--- config.mk ---
export PLATFORM = sky130hd
export DESIGN_NAME = sdbk_ctrl
export DESIGN_NICKNAME = d
export VERILOG_FILES = /design/src/core/sdbk_pkg.sv /design/src/core/sdbk_bank.sv /design/src/core/sdbk_ctrl.sv
export VERILOG_INCLUDE_DIRS = /design/src /design/src/core
export SDC_FILE = /design/constraint.sdc
export NUM_CORES = 1
export LEC_CHECK = 0
export BUFFER_PORTS_ARGS = -buffer_cell sky130_fd_sc_hd__buf_2
export CAP_MARGIN = 30
export CORE_UTILIZATION = 50
export CTS_CLUSTER_DIAMETER = 150
export DETAILED_ROUTE_END_ITERATION = 10
export PLACE_DENSITY = 0.76
export RECOVER_POWER = 25
export SYNTH_ARGS = -nofsm -noshare
export SYNTH_HDL_FRONTEND = slang
export SYNTH_SLANG_ARGS = --single-unit
--- constraint.sdc ---
create_clock -name I_CLK_SYS -period 4.15 [get_ports I_CLK_SYS]
set_input_delay 0.2075 -clock I_CLK_SYS [delete_from_list [all_inputs] [get_ports I_CLK_SYS]]
set_output_delay 0.2075 -clock I_CLK_SYS [all_outputs]
set_load 0.03 [all_outputs]
--- src/core/sdbk_regs.svh ---
`ifndef SDBK_REGS_SVH
`define SDBK_REGS_SVH
// ----------------------------------------
// mode word fields on the address lines
// ----------------------------------------
`define SDBK_MODE_BL_LSB      0
`define SDBK_MODE_BL_MSB      2
`define SDBK_MODE_ORDER_BIT   3
`define SDBK_MODE_CL_LSB      4
`define SDBK_MODE_CL_MSB      6
// ----------------------------------------
// burst length codes and reset values
// ----------------------------------------
`define SDBK_BL_CODE_1        3'h0
`define SDBK_BL_CODE_2        3'h1
`define SDBK_BL_CODE_4        3'h2
`define SDBK_BL_CODE_8        3'h3
`define SDBK_BL_CODE_PAGE     3'h7
`define SDBK_BL_RESET         3'h0
`define SDBK_CL_RESET         3'h2
`define SDBK_PAGE_BEATS       10'h200
// ----------------------------------------
// timing counts in clocks
// ----------------------------------------
`define SDBK_LAST_DATA_TO_CLOSE_CLKS 2'h2
`endif

--- src/core/sdbk_pkg.sv ---
package sdbk_pkg;
  typedef enum logic [1:0] {
    PWR_NORMAL,
    PWR_SELF_REFRESH,
    PWR_POWER_DOWN,
    PWR_SUSPEND
  } sdbk_pwr_t;

  typedef enum logic [3:0] {
    CMD_DESELECT,
    CMD_NOP,
    CMD_ACTIVATE,
    CMD_READ,
    CMD_WRITE,
    CMD_CLOSE,
    CMD_BURST_STOP,
    CMD_AUTO_REFRESH,
    CMD_MODE_SET
  } sdbk_cmd_t;
endpackage

--- src/core/sdbk_bank.sv ---
// one bank open flag
module sdbk_bank (
  // clock and reset
  input  wire logic i_clk,
  input  wire logic i_arst_n,
  // open and close strobes
  input  wire logic i_open,
  input  wire logic i_close,
  // state
  output logic      o_open
);
  logic open_ff;
  logic nxt_open;

  always_comb begin
    nxt_open = open_ff;
    if (i_close) begin
      nxt_open = 1'b0;
    end
    if (i_open) begin
      nxt_open = 1'b1;
    end
  end

  always_ff @(posedge i_clk or negedge i_arst_n) begin
    if (!i_arst_n) begin
      open_ff <= 1'b0;
    end else begin
      open_ff <= nxt_open;
    end
  end

  assign o_open = open_ff;
endmodule

--- src/core/sdbk_ctrl.sv ---
`include "sdbk_regs.svh"
module sdbk_ctrl (
  // clock and reset
  input  wire logic       I_CLK_SYS,
  input  wire logic       I_ARST_N,
  // command pins
  input  wire logic       I_CS_N,
  input  wire logic       I_RAS_N,
  input  wire logic       I_CAS_N,
  input  wire logic       I_WE_N,
  input  wire logic       I_CKE,
  // address pins
  input  wire logic       I_BANK_SEL_LO,
  input  wire logic       I_BANK_SEL_HI,
  input  wire logic       I_AUTO_CLOSE_ADDR_BIT,
  input  wire logic [9:0] I_ADDR,
  // bank and burst state
  output logic      [3:0] O_BANK_OPEN,
  output logic      [3:0] O_CLOSE_START,
  output logic            O_BURST_ACTIVE,
  output logic            O_BURST_WRITE,
  output logic      [1:0] O_BURST_BANK,
  output logic      [9:0] O_BURST_COL,
  output logic            O_AUTO_CLOSE,
  // power state
  output logic            O_SELF_REFRESH,
  output logic            O_POWER_DOWN,
  output logic            O_CLK_SUSPEND,
  // events and mode
  output logic            O_REFRESH,
  output logic            O_CMD_IGNORED,
  output logic      [2:0] O_BURST_LEN,
  output logic            O_INTERLEAVE,
  output logic      [2:0] O_CAS_LAT
);
  // ----------------------------------------
  // state
  // ----------------------------------------
  sdbk_pkg::sdbk_pwr_t pwr_ff,      nxt_pwr;
  logic                cke_prev_ff;
  logic                burst_ff,    nxt_burst;
  logic                wr_ff,       nxt_wr;
  logic                auto_ff,     nxt_auto;
  logic                page_ff,     nxt_page;
  logic                closed_ff,   nxt_closed;
  logic [1:0]          bank_ff,     nxt_bank;
  logic [9:0]          col_ff,      nxt_col;
  logic [9:0]          cnt_ff,      nxt_cnt;
  logic [1:0]          wr_wait_ff,  nxt_wr_wait;
  logic [3:0]          close_ff,    nxt_close;
  logic                refresh_ff,  nxt_refresh;
  logic                ignored_ff,  nxt_ignored;
  logic [2:0]          bl_ff,       nxt_bl;
  logic                order_ff,    nxt_order;
  logic [2:0]          cl_ff,       nxt_cl;
  logic [3:0]          open_vec;
  logic [3:0]          open_req;
  logic [3:0]          close_req;

  // ----------------------------------------
  // decode
  // ----------------------------------------
  sdbk_pkg::sdbk_cmd_t cmd;
  logic       run;
  logic       lock;
  logic       any_open;
  logic       start;
  logic       active;
  logic       fire_rd;
  logic       fire_wr;
  logic       bad;
  logic [1:0] sel;
  logic [3:0] sel_hot;
  logic [9:0] beats;
  logic [9:0] rem_next;
  logic [9:0] lead;

  assign sel      = {I_BANK_SEL_HI, I_BANK_SEL_LO};
  assign sel_hot  = 4'h1 << sel;
  assign any_open = |open_vec;
  assign run      = cke_prev_ff && (pwr_ff == sdbk_pkg::PWR_NORMAL);
  assign lock     = burst_ff && auto_ff;
  assign lead     = {7'h00, cl_ff} - 10'h001;

  always_comb begin
    if (I_CS_N) begin
      cmd = sdbk_pkg::CMD_DESELECT;
    end else begin
      case ({I_RAS_N, I_CAS_N, I_WE_N})
        3'h3:    cmd = sdbk_pkg::CMD_ACTIVATE;
        3'h5:    cmd = sdbk_pkg::CMD_READ;
        3'h4:    cmd = sdbk_pkg::CMD_WRITE;
        3'h2:    cmd = sdbk_pkg::CMD_CLOSE;
        3'h6:    cmd = sdbk_pkg::CMD_BURST_STOP;
        3'h1:    cmd = sdbk_pkg::CMD_AUTO_REFRESH;
        3'h0:    cmd = sdbk_pkg::CMD_MODE_SET;
        default: cmd = sdbk_pkg::CMD_NOP;
      endcase
    end
  end

  always_comb begin
    case (bl_ff)
      `SDBK_BL_CODE_2:    beats = 10'h002;
      `SDBK_BL_CODE_4:    beats = 10'h004;
      `SDBK_BL_CODE_8:    beats = 10'h008;
      `SDBK_BL_CODE_PAGE: beats = `SDBK_PAGE_BEATS;
      default:            beats = 10'h001;
    endcase
  end

  // protocol misuse by the controller is refused
  always_comb begin
    bad = 1'b0;
    case (cmd)
      sdbk_pkg::CMD_READ, sdbk_pkg::CMD_WRITE: begin
        bad = lock || !open_vec[sel]
           || (wr_wait_ff != 2'h0 && sel == bank_ff)
           || (I_AUTO_CLOSE_ADDR_BIT && (bl_ff == `SDBK_BL_CODE_PAGE));
      end
      sdbk_pkg::CMD_CLOSE:        bad = lock;
      sdbk_pkg::CMD_ACTIVATE:     bad = open_vec[sel];
      sdbk_pkg::CMD_BURST_STOP:   bad = !(burst_ff && page_ff);
      sdbk_pkg::CMD_AUTO_REFRESH: bad = any_open || burst_ff;
      sdbk_pkg::CMD_MODE_SET:     bad = any_open || burst_ff;
      default:                    bad = 1'b0;
    endcase
  end

  assign start    = run && !bad
                 && (cmd == sdbk_pkg::CMD_READ || cmd == sdbk_pkg::CMD_WRITE);
  assign active   = start || (burst_ff && run);
  assign rem_next = start ? beats - 10'h001 : cnt_ff - 10'h001;
  // a new burst must not see the close flag of the previous one
  assign fire_rd  = active && (start || !closed_ff) && !nxt_wr && nxt_auto
                 && (rem_next <= lead);
  assign fire_wr  = run && (wr_wait_ff == 2'h1);

  // ----------------------------------------
  // burst and close logic
  // ----------------------------------------
  always_comb begin
    nxt_burst   = burst_ff;
    nxt_wr      = wr_ff;
    nxt_auto    = auto_ff;
    nxt_page    = page_ff;
    nxt_bank    = bank_ff;
    nxt_col     = col_ff;
    nxt_cnt     = cnt_ff;
    nxt_closed  = closed_ff;
    nxt_wr_wait = wr_wait_ff;
    nxt_refresh = 1'b0;
    nxt_ignored = run && bad;
    nxt_bl      = bl_ff;
    nxt_order   = order_ff;
    nxt_cl      = cl_ff;
    open_req    = 4'h0;
    close_req   = 4'h0;
    if (start) begin
      nxt_wr     = (cmd == sdbk_pkg::CMD_WRITE);
      nxt_auto   = I_AUTO_CLOSE_ADDR_BIT;
      nxt_page   = (bl_ff == `SDBK_BL_CODE_PAGE);
      nxt_bank   = sel;
      nxt_col    = I_ADDR;
      nxt_closed = 1'b0;
      nxt_cnt    = rem_next;
      nxt_burst  = (rem_next != 10'h000);
    end else if (burst_ff && run && !page_ff) begin
      nxt_cnt   = rem_next;
      nxt_burst = (rem_next != 10'h000);
    end
    if (fire_rd) begin
      nxt_closed = 1'b1;
      close_req  = close_req | (4'h1 << nxt_bank);
    end
    if (run && wr_wait_ff != 2'h0) begin
      nxt_wr_wait = wr_wait_ff - 2'h1;
    end
    if (fire_wr) begin
      close_req = close_req | (4'h1 << bank_ff);
    end
    if (active && nxt_wr && nxt_auto && !nxt_page && rem_next == 10'h000) begin
      nxt_wr_wait = `SDBK_LAST_DATA_TO_CLOSE_CLKS;
      nxt_closed  = 1'b1;
    end
    if (run && !bad) begin
      case (cmd)
        sdbk_pkg::CMD_ACTIVATE: open_req = sel_hot;
        sdbk_pkg::CMD_CLOSE: begin
          close_req = close_req | (I_AUTO_CLOSE_ADDR_BIT ? 4'hf : sel_hot);
          if (I_AUTO_CLOSE_ADDR_BIT || sel == bank_ff) begin
            nxt_burst = 1'b0;
          end
        end
        sdbk_pkg::CMD_BURST_STOP:   nxt_burst = 1'b0;
        sdbk_pkg::CMD_AUTO_REFRESH: nxt_refresh = I_CKE;
        sdbk_pkg::CMD_MODE_SET: begin
          nxt_bl    = I_ADDR[`SDBK_MODE_BL_MSB:`SDBK_MODE_BL_LSB];
          nxt_order = I_ADDR[`SDBK_MODE_ORDER_BIT];
          nxt_cl    = I_ADDR[`SDBK_MODE_CL_MSB:`SDBK_MODE_CL_LSB];
        end
        default: nxt_burst = nxt_burst;
      endcase
    end
    nxt_close = close_req;
  end

  always_ff @(posedge I_CLK_SYS or negedge I_ARST_N) begin
    if (!I_ARST_N) begin
      burst_ff   <= 1'b0;
      wr_ff      <= 1'b0;
      auto_ff    <= 1'b0;
      page_ff    <= 1'b0;
      bank_ff    <= 2'h0;
      col_ff     <= 10'h000;
      cnt_ff     <= 10'h000;
      closed_ff  <= 1'b0;
      wr_wait_ff <= 2'h0;
      close_ff   <= 4'h0;
      refresh_ff <= 1'b0;
      ignored_ff <= 1'b0;
      bl_ff      <= `SDBK_BL_RESET;
      order_ff   <= 1'b0;
      cl_ff      <= `SDBK_CL_RESET;
    end else begin
      burst_ff   <= nxt_burst;
      wr_ff      <= nxt_wr;
      auto_ff    <= nxt_auto;
      page_ff    <= nxt_page;
      bank_ff    <= nxt_bank;
      col_ff     <= nxt_col;
      cnt_ff     <= nxt_cnt;
      closed_ff  <= nxt_closed;
      wr_wait_ff <= nxt_wr_wait;
      close_ff   <= nxt_close;
      refresh_ff <= nxt_refresh;
      ignored_ff <= nxt_ignored;
      bl_ff      <= nxt_bl;
      order_ff   <= nxt_order;
      cl_ff      <= nxt_cl;
    end
  end

  genvar g;
  generate
    for (g = 0; g < 4; g++) begin : g_bank
      sdbk_bank u_bank (
        .i_clk    (I_CLK_SYS),
        .i_arst_n (I_ARST_N),
        .i_open   (open_req[g]),
        .i_close  (close_req[g]),
        .o_open   (open_vec[g])
      );
    end
  endgenerate

  // ----------------------------------------
  // power states
  // ----------------------------------------
  always_comb begin
    nxt_pwr = pwr_ff;
    case (pwr_ff)
      sdbk_pkg::PWR_NORMAL: begin
        if (cke_prev_ff && !I_CKE) begin
          if (cmd == sdbk_pkg::CMD_AUTO_REFRESH && !any_open && !burst_ff) begin
            nxt_pwr = sdbk_pkg::PWR_SELF_REFRESH;
          end else if (any_open || burst_ff) begin
            nxt_pwr = sdbk_pkg::PWR_SUSPEND;
          end else begin
            nxt_pwr = sdbk_pkg::PWR_POWER_DOWN;
          end
        end
      end
      sdbk_pkg::PWR_SELF_REFRESH,
      sdbk_pkg::PWR_POWER_DOWN,
      sdbk_pkg::PWR_SUSPEND: begin
        if (I_CKE) begin
          nxt_pwr = sdbk_pkg::PWR_NORMAL;
        end
      end
      default: nxt_pwr = sdbk_pkg::PWR_NORMAL;
    endcase
  end

  always_ff @(posedge I_CLK_SYS or negedge I_ARST_N) begin
    if (!I_ARST_N) begin
      pwr_ff      <= sdbk_pkg::PWR_NORMAL;
      cke_prev_ff <= 1'b0;
    end else begin
      pwr_ff      <= nxt_pwr;
      cke_prev_ff <= I_CKE;
    end
  end

  assign O_BANK_OPEN    = open_vec;
  assign O_CLOSE_START  = close_ff;
  assign O_BURST_ACTIVE = burst_ff;
  assign O_BURST_WRITE  = wr_ff;
  assign O_BURST_BANK   = bank_ff;
  assign O_BURST_COL    = col_ff;
  assign O_AUTO_CLOSE   = auto_ff;
  assign O_SELF_REFRESH = (pwr_ff == sdbk_pkg::PWR_SELF_REFRESH);
  assign O_POWER_DOWN   = (pwr_ff == sdbk_pkg::PWR_POWER_DOWN);
  assign O_CLK_SUSPEND  = (pwr_ff == sdbk_pkg::PWR_SUSPEND);
  assign O_REFRESH      = refresh_ff;
  assign O_CMD_IGNORED  = ignored_ff;
  assign O_BURST_LEN    = bl_ff;
  assign O_INTERLEAVE   = order_ff;
  assign O_CAS_LAT      = cl_ff;

  // ----------------------------------------
  // checks
  // ----------------------------------------
  a_wr_close_gap: assert property (@(posedge I_CLK_SYS) disable iff (!I_ARST_N)
    (wr_wait_ff == 2'h2 && run) ##1 run |=> (close_ff == (4'h1 << $past(bank_ff))))
    else $error("write auto close not two clocks after data");
  a_susp_freeze: assert property (@(posedge I_CLK_SYS) disable iff (!I_ARST_N)
    (pwr_ff == sdbk_pkg::PWR_SUSPEND && !cke_prev_ff) |=> $stable(cnt_ff) && $stable(open_vec))
    else $error("burst advanced while suspended");
  a_susp_exit: assert property (@(posedge I_CLK_SYS) disable iff (!I_ARST_N)
    (pwr_ff == sdbk_pkg::PWR_SUSPEND && I_CKE) |=> run)
    else $error("suspend did not end one clock after gate high");
  a_sr_hold: assert property (@(posedge I_CLK_SYS) disable iff (!I_ARST_N)
    (pwr_ff == sdbk_pkg::PWR_SELF_REFRESH && !I_CKE) |=> O_SELF_REFRESH && !O_REFRESH)
    else $error("self refresh left or command taken");
  a_close_all: assert property (@(posedge I_CLK_SYS) disable iff (!I_ARST_N)
    (run && cmd == sdbk_pkg::CMD_CLOSE && I_AUTO_CLOSE_ADDR_BIT && !lock) |=> open_vec == 4'h0)
    else $error("close all left a bank open");
  a_close_one: assert property (@(posedge I_CLK_SYS) disable iff (!I_ARST_N)
    (run && cmd == sdbk_pkg::CMD_CLOSE && !I_AUTO_CLOSE_ADDR_BIT && !lock)
    |=> !open_vec[$past(sel)])
    else $error("selected bank not closed");
  a_nop_keeps: assert property (@(posedge I_CLK_SYS) disable iff (!I_ARST_N)
    (burst_ff && run && !page_ff && cnt_ff > 10'h001
     && (cmd == sdbk_pkg::CMD_NOP || cmd == sdbk_pkg::CMD_DESELECT))
    |=> burst_ff && cnt_ff == $past(cnt_ff) - 10'h001)
    else $error("no-operation disturbed a burst");
  a_pd_in_burst: assert property (@(posedge I_CLK_SYS) disable iff (!I_ARST_N)
    (run && !I_CKE && burst_ff) |=> O_CLK_SUSPEND)
    else $error("power down entered during burst");
  a_pd_idle: assert property (@(posedge I_CLK_SYS) disable iff (!I_ARST_N)
    (run && !I_CKE && !any_open && !burst_ff && cmd != sdbk_pkg::CMD_AUTO_REFRESH)
    |=> O_POWER_DOWN)
    else $error("idle gate low did not enter power down");
  a_sr_entry: assert property (@(posedge I_CLK_SYS) disable iff (!I_ARST_N)
    (run && !I_CKE && !any_open && !burst_ff && cmd == sdbk_pkg::CMD_AUTO_REFRESH)
    |=> O_SELF_REFRESH)
    else $error("self refresh not entered");
  a_no_auto_open: assert property (@(posedge I_CLK_SYS) disable iff (!I_ARST_N)
    (start && !I_AUTO_CLOSE_ADDR_BIT) |=> open_vec[$past(sel)] && !close_ff[$past(sel)])
    else $error("bank closed without auto close");
  a_cmd_qual: assert property (@(posedge I_CLK_SYS) disable iff (!I_ARST_N)
    (!run) |=> $stable(open_vec) && !O_REFRESH && !O_CMD_IGNORED)
    else $error("command taken without gate high before");
  a_rd_lead: assert property (@(posedge I_CLK_SYS) disable iff (!I_ARST_N)
    (start && cmd == sdbk_pkg::CMD_READ && I_AUTO_CLOSE_ADDR_BIT && beats <= cl_ff)
    |=> close_ff == (4'h1 << $past(sel)))
    else $error("short read auto close not started at once");
endmodule

Word-level counts from Yosys, hierarchy flattened:

Cells that the tools add are included.
W data, S select, Z words.

* input bits: 20
* bits in registers: 49
* output and inout port bits: 35
* logic and storage cells: 160

* shifts and indexed selects: 3
* bitwise gates (word level): 2
* order comparisons: 2
* muxes and demuxes: 45
* equality and inequality tests: 24
* add/sub/neg operators: 4
* reduce and logical (&&, ||, !) cells: 59

Operators with widths (count)
* $pmux W10 S4: 1
* $mux W4: 8
* $mux W10: 3
* $pmux W4 S7: 1
* $logic_and A1 B1 Y1: 23
* $mux W1: 22
* $sub A10 B1 Y10 const B: 2
* $eq A4 B3 Y1 const B: 4
* $reduce_bool A2 Y1: 7
* $eq A3 B2 Y1 const B: 4
* $eq A3 B3 Y1 const B: 4
* $mux W2: 6
* $shl A1 B2 Y4 const A: 3
* $le A10 B10 Y1: 1
* $logic_not A1 Y1: 10
* $logic_not A10 Y1: 1
* $reduce_bool A10 Y1: 1
* $eq A4 B2 Y1 const B: 2
* $logic_or A1 B1 Y1: 8
* $or A4 B4 Y4: 2
* $eq A3 B1 Y1 const B: 2
* $pmux W1 S5: 1
* $eq A2 B1 Y1 const B: 2
* $eq A2 B2 Y1 const B: 2
* other kinds (17): 19

Logic depth before layout (Yosys ltp):

* depth after elaboration: 23
* depth in mapped cells: 20
* gate-level depth less buffers: 18

By module:

Synthesis repeated with hierarchy kept, for this count alone.

* cell total of the unflattened synthesis: 316
* area, all modules: 2931.6 um^2

By module, submodules not included
* sdbk_ctrl: area each 2786.4 um^2, cells each 304, seq. area each 1127.3 um^2, times used 1
* sdbk_bank: area each 36.3 um^2, cells each 3, seq. area each 25.0 um^2, times used 4

Least setup slack after synthesis:

No wires, ideal clock.

* path kind: register to register
* start: reg bank_ff[1] (netlist: O_BURST_BANK[1])
* end: reg closed_ff
* buffers on the path: 2
* data arrival time: 3.853 ns
* clock period less this slack: 3.977 ns
* setup slack: 0.173 ns
* library setup time: 0.124 ns
* cell stages (with the launch flop): 20
* data required time: 4.026 ns
* path through: dfrtp_1 xor2_1 o31a_4 and3_1 buf_6 clkbuf_1 nand3_1 a21boi_0 ha_1 and3_1 xnor2_1 a21oi_1 ha_1 nand3_1 nor2_1 nand2_1 nor2_1 a311oi_1 o2bb2ai_1 a211o_1

* word-level cells in the longest chain between the ends: 15
* elaborated cells between the ends (all ways): 29
* those cells by class: order compare: 1; eq/ne: 1; mux: 7; reduce/logical: 20

Ends and longest elaborated chain
* start: declaration: RTL line sdbk_ctrl.sv:46 `logic [1:0] bank_ff, nxt_bank;`
* start signal: assignment: RTL line sdbk_ctrl.sv:230 `bank_ff <= nxt_bank;`
* $eq A2 B2 Y1 *: RTL line sdbk_ctrl.sv:118 `|| (wr_wait_ff != 2'h0 && sel == bank_ff)`
* $logic_and A1 B1 Y1 *: RTL line sdbk_ctrl.sv:118
* $logic_or A1 B1 Y1 *: RTL line sdbk_ctrl.sv:118
* $logic_or A1 B1 Y1 *: RTL line sdbk_ctrl.sv:117 `bad = lock || !open_vec[sel]`
* $pmux W1 S5 *: RTL line sdbk_ctrl.sv:115 `case (cmd)`
* $logic_not A1 Y1 *: RTL line sdbk_ctrl.sv:130 `assign start = run && !bad`
* $logic_and A1 B1 Y1 *: RTL line sdbk_ctrl.sv:130
* $logic_and A1 B1 Y1 *: RTL line sdbk_ctrl.sv:131 `&& (cmd == sdbk_pkg::CMD_READ || cmd == sdbk_pkg::CMD_WRITE);`
* branches (longest 7 deep; another with $le A10 B10 Y1)
* end signal: assignment: RTL line sdbk_ctrl.sv:233 `closed_ff <= nxt_closed;`
* end: declaration: RTL line sdbk_ctrl.sv:45 `logic closed_ff, nxt_closed;`

Every way passes the cells marked *.
A chain may end at the register's enable or synchronous reset.

Worst setup path in the final report:

* start: reg g_bank[2].u_bank.open_ff
* end: reg close_ff[0] (netlist: O_CLOSE_START[0])

* word-level cells in the longest chain between the ends: 21
* elaborated cells between the ends (all ways): 31
* those cells by class: order compare: 1; shift: 1; mux: 11; bitwise: 2; reduce/logical: 16

Ends and longest elaborated chain
* start: declaration: RTL line sdbk_bank.sv:12 `logic open_ff;`
* start signal: assignment: RTL line sdbk_bank.sv:29 `open_ff <= nxt_open;`
* $bmux W1 S2: RTL line sdbk_ctrl.sv:117, sdbk_ctrl.sv:122
* $mux W1 (implied by the code): RTL line sdbk_ctrl.sv:117, sdbk_ctrl.sv:122
* $logic_not A1 Y1: RTL line sdbk_ctrl.sv:117
* $logic_or A1 B1 Y1: RTL line sdbk_ctrl.sv:117
* $logic_or A1 B1 Y1: RTL line sdbk_ctrl.sv:118
* $logic_or A1 B1 Y1: RTL line sdbk_ctrl.sv:117
* $pmux W1 S5 *: RTL line sdbk_ctrl.sv:115
* $logic_not A1 Y1 *: RTL line sdbk_ctrl.sv:130, sdbk_ctrl.sv:186
* $logic_and A1 B1 Y1 *: RTL line sdbk_ctrl.sv:130, sdbk_ctrl.sv:186
* branches (longest 11 deep; another with $le A10 B10 Y1)
* $mux W4 *: RTL line sdbk_ctrl.sv:186 `if (run && !bad) begin`
* named net g_bank[0].u_bank.i_close: RTL line sdbk_bank.sv:8 `input wire logic i_close,`
* end signal: assignment: RTL line sdbk_ctrl.sv:235 `close_ff <= nxt_close;`
* end: declaration: RTL line sdbk_ctrl.sv:50 `logic [3:0] close_ff, nxt_close;`

Mark *: on every way through the listed nets, which the timed path passes. The select of a mux whose other input is x is not followed.

==> qor_table.md <==
| Quantity | This run |
|---|---|
| Type of the worst setup path | reg2reg |
| Standby leakage power | 1.730 nW |
| Maximum buffer depth of the clock tree | 2 |
| WL final | 6889 µm |
| Worst r2r src | g_bank[2].u_bank.o_open$_DFFE_PN0P_ |
| Highest net fanout along the worst path | 6 |
| Worst Skew | 0.009740 ns |
| Cell Count, Final, Fillers Out | 456 |
| Stage delay of the slowest cell on the critical path | 0.50 ns |
| Storage cell area | 0.001227 mm² |
| Critical R2R Capture | O_CLOSE_START[0]$_DFF_PN0_ |
| Crit-path cells | mux4_2 -> o31a_4 -> and3_4 -> nand3_1 -> a21boi_0 -> ha_2 -> nand2_1 -> xor2_1 -> a21oi_1 -> ha_1 -> a21o_1 -> a21oi_1 -> o21ai_0 -> nor4_2 -> buf_4 -> a2bb2oi_2 -> o21ai_0 |
| Violations in the final reports | capacitance limit, slew limit |
| Final HPWL from detailed placement | 5266 µm |
| Worst R2R Setup Slack | 0.29 ns |
| Layout cell share with drive strength beyond 1 | 0.2630 |
| Share of Yosys cell area claimed by the top area cell type | 0.4071 |
| Count of final hold-check violations | 0 |
| Path type of the worst min-delay path | in2reg |
| Sum of overflow across all layers after global routing | 0 |
| Primary FF master, synth | dfrtp_1 |
| Die Y | 78.82 µm |
| First DRT Iteration DRCs | 131 |
| Global-route wire length before repair | 11520 µm |
| Startpoint type of the worst setup path | register |
| Achievable frequency | 0.2587 GHz |
| Data arrival time of the critical path | 4.08 ns |
| Number of port buffers | 54 |
| Final routed wire length divided by cell count | 15.11 µm |
| Clock slew at reported path FFs | 0.10 ns |
| Pin count of the biggest net entering global routing | 41 |
| Clk Latency, worst-skew pair | 0.31 ns |
| Syn_nets | 357 |
| Cell count of the worst hold path | 1 |
| # fillers | 485 |
| Fraction of synthesis flops using an asynchronous set or reset pin | 1.000 |
| Avg Synthesized Cell Area | 9.106 µm² |
| TritonCTS clock tree | done |
| Gp weighted congestion | 0.9097 |
| Number of instances in the synthesized netlist | 324 |
| Initial core utilization | 0.5261 |
| Number of CTS-inserted buffers | 5 |
| Area growth syn-to-layout | 16.84% |
| Post-synthesis sequential area ratio | 0.4160 |
| Number of distinct library cells after synthesis | 55 |
| Deepest level of the CTS H-tree | 2 |
| Worst path slowest cell | mux4_2 |
| End point of the most critical hold path | cke_prev_ff$_DFF_PN0_ |
| CTS Root Buffer Type | clkbuf_8 |
| Max_slew headroom | -0.4080 |
| Via count | 2579 |
| Launch point of the worst hold path | I_CKE |
| Final critical delay including setup and external delays | 3.865 ns |
| Fin nets | 416 |
| Cell area power density | 443.9 mW/mm² |
| VDD IR-drop max | 0.3165 mV |
| Number of synthesis warnings | 0 |
| Number of enable flip-flop cells after synthesis | 0 |
| Max-cap violations | 1 |
| Number of register bits inferred by synthesis | 49 |
| Final instance area | 0.003447 mm² |
| Area of the core region | 0.005608 mm² |
| Remaining routing DRC violations | 0 |
| Pins Over Slew Limit | 41 |
| Worst Path Buf+Inv | 1 |
| Antenna-violating nets left | 0 |
| Boundary pin count | 55 |
| Depth of the worst register-to-register path | 17 |
| Dpl cells | 446 |
| Post-detailed-placement cell area | 0.003314 mm² |
| Netlist Area Pre-Place | 0.002950 mm² |
| Total negative setup slack | 0 ns |
| Ranking of synthesized cells by area | dfrtp_1, nand2_1, mux2_2 |
| Number of global-route vias before repair | 2455 |
| Slew at the pin closest to its max-slew limit | 2.112 ns |
| Initial antenna violation count | 0 |
| Critical path endpoint category | register |
| Setup violators final | 0 |
| Die footprint | 0.006212 mm² |
| Required @ worst endpoint | 4.37 ns |
| Number of search-and-repair iterations in the first detailed-routing pass | 4 |
| Final antenna diode count | 0 |
| Area leader, netlist | dfrtp_1 |
| Total routing resource utilization after global routing | 0.2362 |
| Multi-input gate area in the final layout | 0.001625 mm² |
| Status | complete, but fails checks |
| Clk sinks | 49 |
| Worst Hold Slack | 0.04292 ns |
| Overall power consumption | 0.001530 W |
| Die Span X | 78.82 µm |
| Standard-cell row count | 27 |
| Share of the cycle needed by the critical path after routing | 0.9313 |
| Crit path max-delay family | compound AO/OA/AOI/OAI gates |
| Vias per Instance | 5.656 |
-- cell usage after synthesis, drive strengths merged, types with 2 or more instances --
master   count
mux2        15
and3         7
a21boi       6
nor2        29
nor3b        2
a21oi       17
xnor2        7
nand3        9
a31oi        4
nand2       55
a21o         5
a311oi       2
nor3         8
o21ai       18
or3          2
dfrtp       48
o22a         2
clkbuf       7
a2bb2oi      2
nor2b        4
a22oi        2
ha          13
mux2i        4
buf          7
xor2         4
nand4        4
inv         14
nand2b       6
-- worst max-delay path by stage --
stage	start	endpoint	slack, ns	cells past startpoint
floorplan	O_BURST_BANK[1]$_DFF_PN0_	closed_ff$_DFFE_PN0P_	0.17	19
global placement	I_BANK_SEL_HI	O_CLOSE_START[2]$_DFF_PN0_	0.14	19
detailed placement	I_BANK_SEL_HI	O_CLOSE_START[2]$_DFF_PN0_	0.07	19
CTS	pwr_ff[1]$_DFFE_PN0P_	O_CLOSE_START[2]$_DFF_PN0_	0.06	18
global route	pwr_ff[1]$_DFFE_PN0P_	g_bank[0].u_bank.o_open$_DFFE_PN0P_	-0.0002	18
finish	g_bank[2].u_bank.o_open$_DFFE_PN0P_	O_CLOSE_START[0]$_DFF_PN0_	0.29	17
-- cell families (layout without fill, tap and decap cells) --
| family | Yosys count | in the layout | synth area share |
|---|---|---|---|
| compound gates | 68 | 68 | 0.1518 |
| xor+xnor | 11 | 11 | 0.03265 |
| fa+ha+maj | 14 | 14 | 0.05853 |
| buf+inv | 28 | 88 | 0.04623 |
| flops | 49 | 49 | 0.4160 |
| mux | 20 | 20 | 0.07846 |
| simple gates | 134 | 134 | 0.2163 |
-- flip-flops by register name, indices dropped and copies added (netlist names), 2 cells and up --
name	cells
O_BURST_BANK	2
O_BURST_LEN	3
cnt_ff	10
O_CAS_LAT	3
pwr_ff	2
g_bank.u_bank.o_open	4
wr_wait_ff	2
O_CLOSE_START	4
O_BURST_COL	10
-- layout by cell type, fill, tap and decap left out, types with 2 or more instances in the layout --
cell type,netlist,routed
nor3_1,6,6
ha_1,13,12
o21ai_0,18,17
xor2_1,4,4
buf_2,1,52
buf_4,4,10
o22a_1,2,2
and3_1,7,6
nand2_1,55,55
dfrtp_1,48,48
clkbuf_1,7,3
nand2b_1,6,6
a21oi_1,16,16
nor2b_1,4,4
inv_1,14,14
clkbuf_8,0,5
mux2_2,15,15
inv_6,0,3
nor2_1,29,29
nand4_1,4,4
nand3_1,8,8
nor3b_1,2,2
xnor2_1,7,7
a21boi_0,5,5
mux2i_1,4,4
a31oi_1,4,4
a22oi_1,2,2
or3_1,2,2
a21o_1,5,5
-- through the flow --
step,util,worst slack (ns)
finish,0.6147,0.2851
detailed placement,0.5910,0.07347
floorplan,-,0.1733
CTS,0.6098,0.05923
global route,0.6147,-0.0002438
global placement,0.5875,0.1444
-- final cells by class --
| cell class | count | share of cell area |
|---|---|---|
| clock buffers | 5 | 0.01996 |
| repair buffers | 66 | 0.1034 |
| well taps | 72 | 0.02613 |
| clock inverters | 3 | 0.007622 |
| flip-flops and latches | 49 | 0.3561 |
| multi-input cells | 247 | 0.4715 |
| inverters | 14 | 0.01524 |
-- report_power, final --
part	leakage (nW)	total [W]	internal, W	switching [W]
clock	0.0495	0.000307	0.000126	0.000181
combinational	1.05	0.000602	0.000226	0.000377
sequential	0.626	0.000621	0.000553	0.0000685
total	1.73	0.00153	0.000904	0.000627
-- what timing repair did --
action,4_1_cts,5_1_grt
hold buffers,1,0
endpoints found under the setup margin,0,9
resized for setup,0,8
hold endpoints to repair,9,0
setup buffers,0,1
-- per-layer routing --
metal	global-route usage	vias to the layer above	wire length [µm]
li1	-	1254	-
met1	0.3237	1222	3229
met2	0.3835	94	3128
met3	0.04023	9	450
met4	0.07091	0	80
met5	0	-	0
Note: power is estimated with default switching activity, not from simulation.
